==> src/shared/epwm_pkg.sv <==
// package of constants and types for the eight channel pwm timer
package epwm_pkg;

    // ********************************
    // register offsets (byte addresses)
    // ********************************
    localparam logic [7:0] EPWM_OFF_ENABLE   = 8'h00;
    localparam logic [7:0] EPWM_OFF_POLARITY = 8'h04;
    localparam logic [7:0] EPWM_OFF_CENTER   = 8'h08;
    localparam logic [7:0] EPWM_OFF_JOIN     = 8'h0c;
    localparam logic [7:0] EPWM_OFF_PERIOD0  = 8'h20;
    localparam logic [7:0] EPWM_OFF_DUTY0    = 8'h40;
    localparam logic [7:0] EPWM_OFF_COUNT0   = 8'h60;
    localparam logic [7:0] EPWM_OFF_OUTPUT   = 8'h80;

    // ********************************
    // reset values and sizes
    // ********************************
    localparam int         EPWM_NCH      = 8;
    localparam int         EPWM_NPAIR    = 4;
    localparam logic [7:0] EPWM_RST_CTRL = 8'h00;
    localparam logic [7:0] EPWM_RST_PER  = 8'hff;
    localparam logic [7:0] EPWM_RST_DUTY = 8'h00;

    // apb request carrier
    typedef struct packed {
        logic [7:0]  addr;
        logic        write;
        logic [31:0] wdata;
    } epwm_req_t;

endpackage

==> src/hw/epwm_timer.sv <==
// eight channel pwm timer with apb register access
//
// Function
// - eight channels, 8-bit period and duty
// - own counter, period, duty per channel
// - duty settable from 0 to 100 percent; 100 needs duty > period, so not with period all ones
// - software selects output polarity per channel
// - left-aligned or centre-aligned per channel
// - pairs 7/6,5/4,3/2,1/0 join to 16 bits
// - joining chosen per pair independently
`timescale 1ns/1ns
module epwm_timer
    import epwm_pkg::*;
(
    // clock and reset
    input  wire logic        pclk,
    input  wire logic        presetn,
    // apb slave
    input  wire logic        psel,
    input  wire logic        penable,
    input  wire logic        pwrite,
    input  wire logic [7:0]  paddr,
    input  wire logic [31:0] pwdata,
    output logic      [31:0] prdata,
    output logic             pready,
    output logic             pslverr,
    // waveform pins
    output logic      [7:0]  pwm_out
);

    // ********************************
    // registers
    // ********************************
    logic [7:0] enable_q, polarity_q, center_q;
    logic [3:0] join_q;
    logic [7:0] period_q [EPWM_NCH];
    logic [7:0] duty_q   [EPWM_NCH];
    logic [7:0] cnt_q    [EPWM_NCH];
    logic [7:0] down_q;
    logic [7:0] pwm_d;
    logic [31:0] prdata_d;
    logic        pslverr_d;
    epwm_req_t   req;

    assign req.addr  = paddr;
    assign req.write = pwrite;
    assign req.wdata = pwdata;

    // setup phase is the only wait; answer in the access cycle
    wire setup_w = psel & ~penable;
    wire wr_w    = psel & penable & pready & req.write;

    function automatic logic in_bank(input logic [7:0] a, input logic [7:0] base);
        in_bank = (a >= base) && (a < base + 8'h20) && (a[1:0] == 2'b00);
    endfunction

    wire [2:0] idx_w     = req.addr[4:2];
    wire       hit_per_w = in_bank(req.addr, EPWM_OFF_PERIOD0);
    wire       hit_dut_w = in_bank(req.addr, EPWM_OFF_DUTY0);
    wire       hit_cnt_w = in_bank(req.addr, EPWM_OFF_COUNT0);

    // ********************************
    // apb slave
    // ********************************
    always_comb begin
        prdata_d  = 32'h0000_0000;
        pslverr_d = 1'b0;
        if (hit_per_w) begin
            prdata_d[7:0] = period_q[idx_w];
        end else if (hit_dut_w) begin
            prdata_d[7:0] = duty_q[idx_w];
        end else if (hit_cnt_w) begin
            prdata_d[7:0] = cnt_q[idx_w];
        end else begin
            unique case (req.addr)
                EPWM_OFF_ENABLE:   prdata_d[7:0] = enable_q;
                EPWM_OFF_POLARITY: prdata_d[7:0] = polarity_q;
                EPWM_OFF_CENTER:   prdata_d[7:0] = center_q;
                EPWM_OFF_JOIN:     prdata_d[3:0] = join_q;
                EPWM_OFF_OUTPUT:   prdata_d[7:0] = pwm_out;
                default:           pslverr_d = 1'b1;
            endcase
        end
    end

    always_ff @(posedge pclk or negedge presetn) begin
        if (!presetn) begin
            pready  <= 1'b0;
            prdata  <= 32'h0000_0000;
            pslverr <= 1'b0;
        end else begin
            pready  <= setup_w;
            prdata  <= setup_w ? prdata_d : 32'h0000_0000;
            pslverr <= setup_w & pslverr_d;
        end
    end

    always_ff @(posedge pclk or negedge presetn) begin
        if (!presetn) begin
            enable_q   <= EPWM_RST_CTRL;
            polarity_q <= EPWM_RST_CTRL;
            center_q   <= EPWM_RST_CTRL;
            join_q     <= 4'h0;
        end else if (wr_w) begin
            if (req.addr == EPWM_OFF_ENABLE)   enable_q   <= req.wdata[7:0];
            if (req.addr == EPWM_OFF_POLARITY) polarity_q <= req.wdata[7:0];
            if (req.addr == EPWM_OFF_CENTER)   center_q   <= req.wdata[7:0];
            if (req.addr == EPWM_OFF_JOIN)     join_q     <= req.wdata[3:0];
        end
    end

    // ********************************
    // channels
    // ********************************
    // joined pair: odd channel is high byte, even low; the odd channel's
    // enable, centre bit and pin govern, each pin keeps its own polarity bit, the even pin holds idle
    genvar g;
    generate
        for (g = 0; g < EPWM_NCH; g++) begin : g_ch
            localparam int P = g / 2;
            localparam int E = g & ~1;
            localparam int O = g | 1;
            wire        joined = join_q[P];
            wire        odd    = (g % 2) == 1;
            wire        en     = enable_q[joined ? O : g];
            wire        ctr    = center_q[joined ? O : g];
            wire        pol    = polarity_q[g];
            wire [15:0] per    = joined ? {period_q[O], period_q[E]} : {8'h00, period_q[g]};
            wire [15:0] dut    = joined ? {duty_q[O], duty_q[E]} : {8'h00, duty_q[g]};
            wire [15:0] cnt    = joined ? {cnt_q[O], cnt_q[E]} : {8'h00, cnt_q[g]};
            wire        dn     = down_q[joined ? O : g];
            wire        top    = cnt >= per;
            wire        bot    = cnt == 16'h0000;
            // next counter: left wraps at period, centre bounces 0..period
            wire [15:0] nxt    = !ctr ? (top ? 16'h0000 : cnt + 16'h0001)
                               : (dn ? (bot ? 16'h0001 : cnt - 16'h0001)
                                     : (top ? cnt - 16'h0001 : cnt + 16'h0001));
            wire        ndn    = ctr & (dn ? ~bot : top);
            // active while count below duty: duty 0 never, duty > period always
            wire        act    = cnt < dut;
            wire        drive  = (joined && !odd) ? 1'b0 : en & act;

            assign pwm_d[g] = pol ? drive : ~drive;

            always_ff @(posedge pclk or negedge presetn) begin
                if (!presetn) begin
                    period_q[g] <= EPWM_RST_PER;
                    duty_q[g]   <= EPWM_RST_DUTY;
                    cnt_q[g]    <= 8'h00;
                    down_q[g]   <= 1'b0;
                end else begin
                    if (wr_w && hit_per_w && idx_w == g) period_q[g] <= req.wdata[7:0];
                    if (wr_w && hit_dut_w && idx_w == g) duty_q[g]   <= req.wdata[7:0];
                    if (!en) begin
                        cnt_q[g]  <= 8'h00;
                        down_q[g] <= 1'b0;
                    end else begin
                        cnt_q[g]  <= (joined && odd) ? nxt[15:8] : nxt[7:0];
                        down_q[g] <= ndn;
                    end
                end
            end
        end
    endgenerate

    always_ff @(posedge pclk or negedge presetn) begin
        if (!presetn) begin
            pwm_out <= 8'h00;
        end else begin
            pwm_out <= pwm_d;
        end
    end

endmodule

==> config.mk <==
export PLATFORM = sky130hd
export DESIGN_NAME = epwm_timer
export DESIGN_NICKNAME = d
export VERILOG_FILES = /design/src/shared/epwm_pkg.sv /design/src/hw/epwm_timer.sv
export SDC_FILE = /design/constraint.sdc
export NUM_CORES = 1
export LEC_CHECK = 0
export BUFFER_PORTS_ARGS = -buffer_cell sky130_fd_sc_hd__buf_2
export CORE_MARGIN = 5
export CORE_UTILIZATION = 35
export DETAILED_ROUTE_END_ITERATION = 10
export GPL_TIMING_DRIVEN = 0
export PLACE_DENSITY = 0.55
export RECOVER_POWER = 100
export SKIP_CTS_REPAIR_TIMING = 1
export SYNTH_ARGS = -nofsm -noshare
export SYNTH_HDL_FRONTEND = slang
export SYNTH_SLANG_ARGS = --single-unit
export TNS_END_PERCENT = 5
==> constraint.sdc <==
create_clock -name pclk -period 4.25 [get_ports pclk]
set_clock_uncertainty 0.15 [all_clocks]
set_input_delay 0.425 -clock pclk [delete_from_list [all_inputs] [get_ports pclk]]
set_output_delay 0.425 -clock pclk [all_outputs]
set_load 0.02 [all_outputs]
## Word-level counts from Yosys, hierarchy flattened

Cells that the tools add are included.

- Mux-type cells: 163
- Divide/modulo/power cells: 0
- Equal/unequal tests: 11
- Reduce and logical (&&, ||, !) cells: 40
- $add $sub $neg: 16
- Shift operators: 0
- $mul: 0
- Bitwise operators: 39
- $lt $le $gt $ge: 27

Operators by type and width:

| cell | number |
|---|---|
| $mux 16 | 44 |
| $mux 8 | 42 |
| $ge 16x16->1 | 8 |
| $logic_not 16->1 | 8 |
| $lt 16x16->1 | 8 |
| $bmux 8 s3 | 3 |
| $add 16x1->16 const B | 4 |
| $sub 16x1->16 const B | 4 |
| $mux 1 | 60 |
| $bmux 1 s3 | 12 |
| $add 8x1->8 const B | 4 |
| $sub 8x1->8 const B | 4 |
| $logic_and 1x1->1 | 24 |
| $and 1x1->1 | 21 |
| $pmux 4 s5 | 1 |
| $not 1->1 | 17 |
| $eq 8x4->1 const B | 2 |
| $ge 8x7->1 const B | 2 |
| $lt 8x7->1 const B | 2 |
| $pmux 4 s4 | 1 |
| $eq 3x3->1 const B | 4 |
| $eq 8x3->1 const B | 1 |
| $eq 8x8->1 const B | 1 |
| $ge 8x6->1 const B | 1 |
| other kinds (13) | 18 |

- Memory bits (read-only): 0
- Input bits: 45
- RAM bits: 0
- Output and inout port bits: 42
- Memories kept: 0
- Register bits after elaboration: 246
- Latch bits: 0
- Logic and storage cells: 336

## Depth between registers and ports, before layout

Gate-level depths: netlist (run 1).

- Depth after elaboration: 8
- Mapped depth: 18
- Depth with buffers taken out: 12

## Least setup slack after synthesis (run 1)

No wires, ideal clock.

- Path type: register to register
- Start point: register join_q[0]
- End point: register cnt_q[63] in the netlist's numbering
- Path buffers: 8
- Arrival time: 4194 ps
- Cell stages (with the launch flop): 19
- Required time: 3971 ps
- Library setup time: 129 ps
- Clock period less this slack: 4472 ps
- Setup slack: -222 ps
- Cells stage by stage: dfrtp_1 clkbuf_1 buf_2 buf_2 buf_2 buf_1 buf_1 clkbuf_1 nand2_1 ha_1 and4_1 nand2_1 or4_1 o211ai_1 clkbuf_1 nor2_1 and3_1 o21ai_0 a31oi_1

- Word-level cells in the longest chain between the ends: 7
- Elaborated cells between the ends (all ways): 20
- Those cells by class: 1 x order compare; 18 x mux; 1 x reduce/logical

RTL lines:

| element | line | source |
|---|---|---|
| from (decl) | epwm_timer.sv:35 | `logic [3:0] join_q;` |
| from (signal assigned) | epwm_timer.sv:108 | `if (req.addr == EPWM_OFF_JOIN) join_q <= req.wdata[3:0];` |
| branches (longest 6 deep; another with $ge 16x16->1) | - |  |
| $mux 8 (*) | epwm_timer.sv:154 | `if (!en) begin` |
| to (signal, indexed assignment) | epwm_timer.sv:158 | `cnt_q[g] <= (joined && odd) ? nxt[15:8] : nxt[7:0];` |
| to (decl) | epwm_timer.sv:38 | `logic [7:0] cnt_q [EPWM_NCH];` |

Every way passes the cells marked *. The select of a mux whose other input is x is not followed.
A chain may end at the register's enable or synchronous reset.

## Worst setup path in the final report (run 1)

- Start point: register join_q[1]
- End point: register cnt_q[46] in the netlist's numbering

Same word-level chain as after synthesis.

==> impl_metrics.toml, run 1 <==
[route]
totalWireLength_mm = 79.9
drt-vias-per-instance = 5.95
routed.top_layer = "met4"
dr_total_vias = 19400
wire_per_inst_um = 24.5
postRouteAntennaNets = 0
wl_met3_mm = 4.98
wl_met1_mm = 33.8
drcViolationCount = 0
dr_wl_met2_mm = 38.4
firstDrtPassIters = 6
drtIter0Drc = 1947

[timing]
final.min_clock_period_ns = 4.14
max-slew-margin-rel_pct = -34.8
hold_viol_final = 0
rsz0062_at_grt = "yes"
slew_viol_final = 49
fmax_ghz = 0.242
worst_pin_slew_ns = 2.02
fin_hold_ws_ns = 0.253
finalSetupViolations = 0
finalCritPeriodShare_pct = 97.4

[synth]
ys_types = 89
synthCells = 2308
ys_seq_area_share_pct = 28.7
ys_ff_latch = 246
ys_async_sr_fraction_pct = 100
yosys_most_used_dff = "dfrtp_1"
syn_avg_cell_area_um2 = 9.41
yosysWarnings = 0
synth_edf_count = 0
synthesis.area_um2 = 21700

[finish]
layout.cells.most_common = "nand2_1"
finalNetCount = 2652
drive_gt1_share_pct = 20.4
final_core_util_pct = 39.6
layout_common_cells = "223 x nand2_1, 204 x ha_1, 180 x dfrtp_1"
syn_to_final_growth_pct = 12.2
design_area_um2 = 24400
final.fill_count = 6184

[grt]
grt_overflow = 0
grt_max_degree = 118
antenna_found_initial = 3
first_global_vias = 19000
track_usage_pct = 23.0
grt_pass1_wl_mm = 120

[placed_design]
dp_hpwl_mm = 61.5
port_buffers = 28
dpl_cell_area_um2 = 23100
place.gp.congestion = 0.960

[run]
maxCapViolations = 3

[die]
die_area_um2 = 67100
die_w_um = 259
core_um2 = 61600
io-pin-count = 87
die_h_um = 259
num_rows = 91
start_util_pct = 35.2

[cts]
cts_tree = "done"
cts_max_level = 1
cts_sinks = 246
clock_latency_ns = 0.60
cts_buffer_depth = 3
cts_made_buffers = 30
cts.root.buffer_cell = "clkbuf_16"
clk_pin_slew_worst_paths_ns = 0.06

[setup_path]
crit_path_max_fanout = 10
crit_buf_inv = 4
start_kind = "register"
crit_chain = "clkbuf_4 -> buf_6 -> buf_4 -> clkbuf_4 -> and2_1 -> ha_1 -> nand3_1 -> or3_4 -> or4_1 -> o211ai_4 -> o21bai_4 -> a211oi_4 -> a221oi_1 -> a21oi_1"
cp-startpoint = "join_q[1]"
cp-end-kind = "register"
cpPeakStageDelay_ns = 0.59
timing_worst_setup_path_type = "reg2reg"
cpLargestDelayFamily = "simple AND/OR/NAND/NOR gates"
r2r-start = "join_q[1]"
r2r_slack_ns = 0.11
slowest_stage = "or4_1"
cp_common_cell = "clkbuf_4"
arrival_ns = 4.50
crit_required_ns = 4.61

[pwr]
p_leak_uw = 0.0103
ir_drop_mv = 0.345
power.density_nw_per_um2 = 220
power_uw = 5360

[outcome]
violations = "max-capacitance violations, max-slew violations"
status = "finished with violations"

[min_path]
min-delay-path-class = "in2reg"
hold_start = "pwdata[6]"
==> sequential cells by signal, indices dropped and copies added (netlist names) <==
signal and cells:
join_q 4, pwm_out 8, down_q 8, pready 1
enable_q 8, duty_q 64, pslverr 1, polarity_q 8
period_q 64, cnt_q 64, prdata 8, center_q 8
==> where the power goes <==
| group | switching, uW | leakage (uW) | internal [uW] | total (uW) |
|---|---|---|---|---|
| Clock | 1160 | 0.000472 | 1500 | 2670 |
| Sequential | 13.0 | 0.00316 | 2360 | 2370 |
| Combinational | 225 | 0.00672 | 103 | 328 |
| Total | 1400 | 0.0103 | 3960 | 5360 |
==> layer usage <==
layer  GRT usage (%)  vias to the layer above
met5               0                        -
met4            6.23                        0
met3            2.87                      150
met2            39.5                      753
met1            30.7                     9741
li1                -                     8771
==> cells in the mapped netlist (all sizes together) (19+ instances only) <==
cell type	instances	area, um2
mux4	60	1350
nor2	97	364
xor2	28	245
o221ai	19	166
nor2b	20	125
xnor2	47	412
mux2	173	1950
o22ai	31	194
a21o	29	218
ha	204	2550
a21oi	103	515
inv	120	450
and3	26	163
a211oi	26	210
nand4	26	163
buf	66	373
dfstp	64	1680
nor4	25	184
or3	27	169
clkbuf	108	405
and2	33	206
mux2i	94	957
nand2	224	843
dfrtp	182	4550
o21ai	110	551
nand3	55	275
o21a	24	180
nor3	51	272
==> path summary, 6_finish.rpt <==
kind | to | cells after the start
min reg2reg | pwm_out[0] | 1
max in group asynchronous | cnt_q[6] | 4
min | period_q[38] | 2
max | cnt_q[46] | 14
min in group asynchronous | cnt_q[34] | 2
max reg2reg | cnt_q[46] | 14
==> area by class of cell <==
class / count / area (um2) / area share [%]
Inverter: 120 / 450 / 1.85
Tap cell: 837 / 1050 / 4.30
Sequential cell: 246 / 6240 / 25.6
Timing Repair Buffer: 46 / 274 / 1.12
Antenna cell: 1 / 2.50 / 0.0103
Clock buffer: 37 / 818 / 3.36
Multi-Input combinational cell: 1791 / 14500 / 59.4
Clock inverter: 19 / 189 / 0.775
Buffer: 168 / 868 / 3.56
==> worst reg2reg max path: cells and delay by family (launching register included) <==
family / cells / cell delay [ns]
buffers and inverters: 4 / 0.85
adders and majority gates: 1 / 0.29
and+or+nand+nor: 4 / 1.35
DFF: 1 / 0.46
AOI/OAI and AO/OA: 5 / 0.96
==> stage by stage <==
stage | worst slack (ns) | setup TNS (ns) | cells
2_1_floorplan | -0.0188 | -0.0188 | 2331
3_3_place_gp | -2.13 | -497.89 | 3196
3_5_place_dp | -1.90 | -90.02 | 3198
4_1_cts | -1.86 | -91.18 | 3254
5_1_grt | -0.0508 | -0.130 | 3265
6_report | 0.110 | 0 | 3265
==> kinds of logic (layout without fill, tap and decap cells) <==
| group | count (synthesis) | in the layout | share of synthesized area, % |
|---|---|---|---|
| AOI/OAI and AO/OA | 512 | 512 | 16.2 |
| xor gates and xnor gates | 75 | 75 | 3.03 |
| adders and majority gates | 204 | 204 | 11.8 |
| buffers and inverters | 294 | 390 | 5.66 |
| DFF | 246 | 246 | 28.7 |
| muxes | 327 | 327 | 19.6 |
| other | 1 | 25 | 0.0173 |
| and+or+nand+nor | 649 | 649 | 15.1 |
Note: power is estimated with default switching activity, not from simulation.
==> run 2, diff against run 1 <==
GPL_TIMING_DRIVEN = default   (was 0)
SKIP_CTS_REPAIR_TIMING = default   (was 1)
==> impl_metrics.toml, run 2 (same netlist as run 1, synthesis figures left out) <==
[cts]
cts.root.buffer_cell = "clkbuf_16"
cts_tree = "done"
clock_latency_ns = 0.58
clk_pin_slew_worst_paths_ns = 0.06
cts_max_level = 1
cts_sinks = 246
cts_made_buffers = 29
cts_buffer_depth = 3

[route]
dr_wl_met2_mm = 36.4
wl_met3_mm = 5.19
firstDrtPassIters = 5
drcViolationCount = 0
routed.top_layer = "met5"
wire_per_inst_um = 23.4
drtIter0Drc = 1829
dr_total_vias = 18800
postRouteAntennaNets = 0
wl_met1_mm = 31.8
drt-vias-per-instance = 5.89
totalWireLength_mm = 74.7

[timing]
rsz0062_at_grt = "no"
worst_pin_slew_ns = 2.58
fmax_ghz = 0.246
fin_hold_ws_ns = 0.145
final.min_clock_period_ns = 4.07
hold_viol_final = 0
slew_viol_final = 161
finalSetupViolations = 0
max-slew-margin-rel_pct = -71.9
fin_tns_setup_ns = 0
finalCritPeriodShare_pct = 95.7

[die]
die_area_um2 = 67100
die_w_um = 259
start_util_pct = 35.2
die_h_um = 259
io-pin-count = 87
core_um2 = 61600
num_rows = 91

[pwr]
power.density_nw_per_um2 = 222
ir_drop_mv = 0.346
p_leak_uw = 0.0103

[run]
maxCapViolations = 2

[grt]
first_global_vias = 18500
grt_max_degree = 94
grt_overflow = 0
grt_pass1_wl_mm = 114
track_usage_pct = 21.6
antenna_found_initial = 5

[setup_path]
start_kind = "register"
crit_chain = "buf_12 -> and2_0 -> ha_1 -> and4_1 -> nand2_1 -> or4_1 -> o211ai_1 -> clkbuf_1 -> nor2_1 -> nor2_1 -> a211o_1 -> and4_1"
cp-end-kind = "register"
crit_buf_inv = 2
crit_required_ns = 4.61
arrival_ns = 4.43
cpLargestDelayFamily = "simple AND/OR/NAND/NOR gates"
crit_path_max_fanout = 34
timing_worst_setup_path_type = "reg2reg"
cpPeakStageDelay_ns = 0.78
slowest_stage = "dfrtp_2"

[outcome]
status = "finished with violations"
violations = "max-capacitance violations, max-slew violations"

[placed_design]
port_buffers = 38
dp_hpwl_mm = 56.4
dpl_cell_area_um2 = 23100
place.gp.congestion = 0.914

[finish]
layout_common_cells = "223 x nand2_1, 204 x ha_1, 178 x dfrtp_1"
finalNetCount = 2580
drive_gt1_share_pct = 20.7
final_core_util_pct = 39.0
final.fill_count = 6168
multi_input_area_um2 = 14300
reg.largest.list = "cnt_q (64), duty_q (64), period_q (64)"
regArea_um2 = 6240
layout.cells.most_common = "nand2_1"
design_area_um2 = 24000
syn_to_final_growth_pct = 10.6

[min_path]
min-delay-path-class = "in2reg"
run 2: changes by cell type in the layout (fill, tap and decap cells not counted), moves of 5 or more:
cell      change
clkbuf_1     -73
buf_4        +34
buf_1        -12
buf_6         -8
o21ai_0       +7
buf_2         -5
clkbuf_4      -5
run 2: layout make-up:
cell class	count	area share (%)
inverter	120	1.88
sequential	246	26.0
tap	837	4.36
multi-input combinational	1791	59.7
clock buffer	37	3.27
antenna	4	0.0417
timing repair buffer	143	3.91
clock inverter	16	0.875
run 2: final timing paths:
check,to,start,cells after the start,slack [ns]
setup reg to reg,cnt_q[61],join_q[0],12,0.18
max in group asynchronous,cnt_q[11],presetn,3,0.83
min in group asynchronous,down_q[1],presetn,2,1.01
hold / removal,period_q[29],pwdata[5],3,0.14
setup / recovery,cnt_q[61],join_q[0],12,0.18
hold reg to reg,pwm_out[0],polarity_q[0],1,0.33
run 2: per-layer routing:
| layer | vias up | global-route usage (%) |
|---|---|---|
| met5 | - | 0 |
| met4 | 2 | 3.88 |
| met3 | 95 | 3.49 |
| met2 | 705 | 37.0 |
| met1 | 9406 | 29.1 |
| li1 | 8608 | - |
run 2: through the flow:
step | power [uW] | setup slack [ns] | std cells
floorplan | 2590 | -0.0188 | 2331
global placement | 2700 | 0.356 | 3136
detailed placement | 2710 | 0.264 | 3136
CTS | 5410 | 0.263 | 3190
global route | 5510 | 0.0110 | 3192
finish | 5330 | 0.185 | 3194
run 2: worst min-delay path: cells and delay by family:
| family | cells | cell delay [ns] |
|---|---|---|
| AO/OA/AOI/OAI | 1 | 0.08 |
| buffers and inverters | 1 | 0.25 |
| AND/OR/NAND/NOR | 1 | 0.10 |
run 2: report_power, final:
part / total [uW] / switching, uW / internal (uW) / leakage [uW]
registers: 2370 / 12.3 / 2360 / 0.00316
logic: 294 / 211 / 82.7 / 0.00665
clock network: 2670 / 1070 / 1600 / 0.000483
run 2: what timing repair did:
item | 4_1_cts | 5_1_grt
resized for setup | 0 | 5
hold buffers | 1 | 0
setup endpoints to repair | 0 | 11
hold endpoints to repair | 68 | 0
setup buffers | 0 | 0
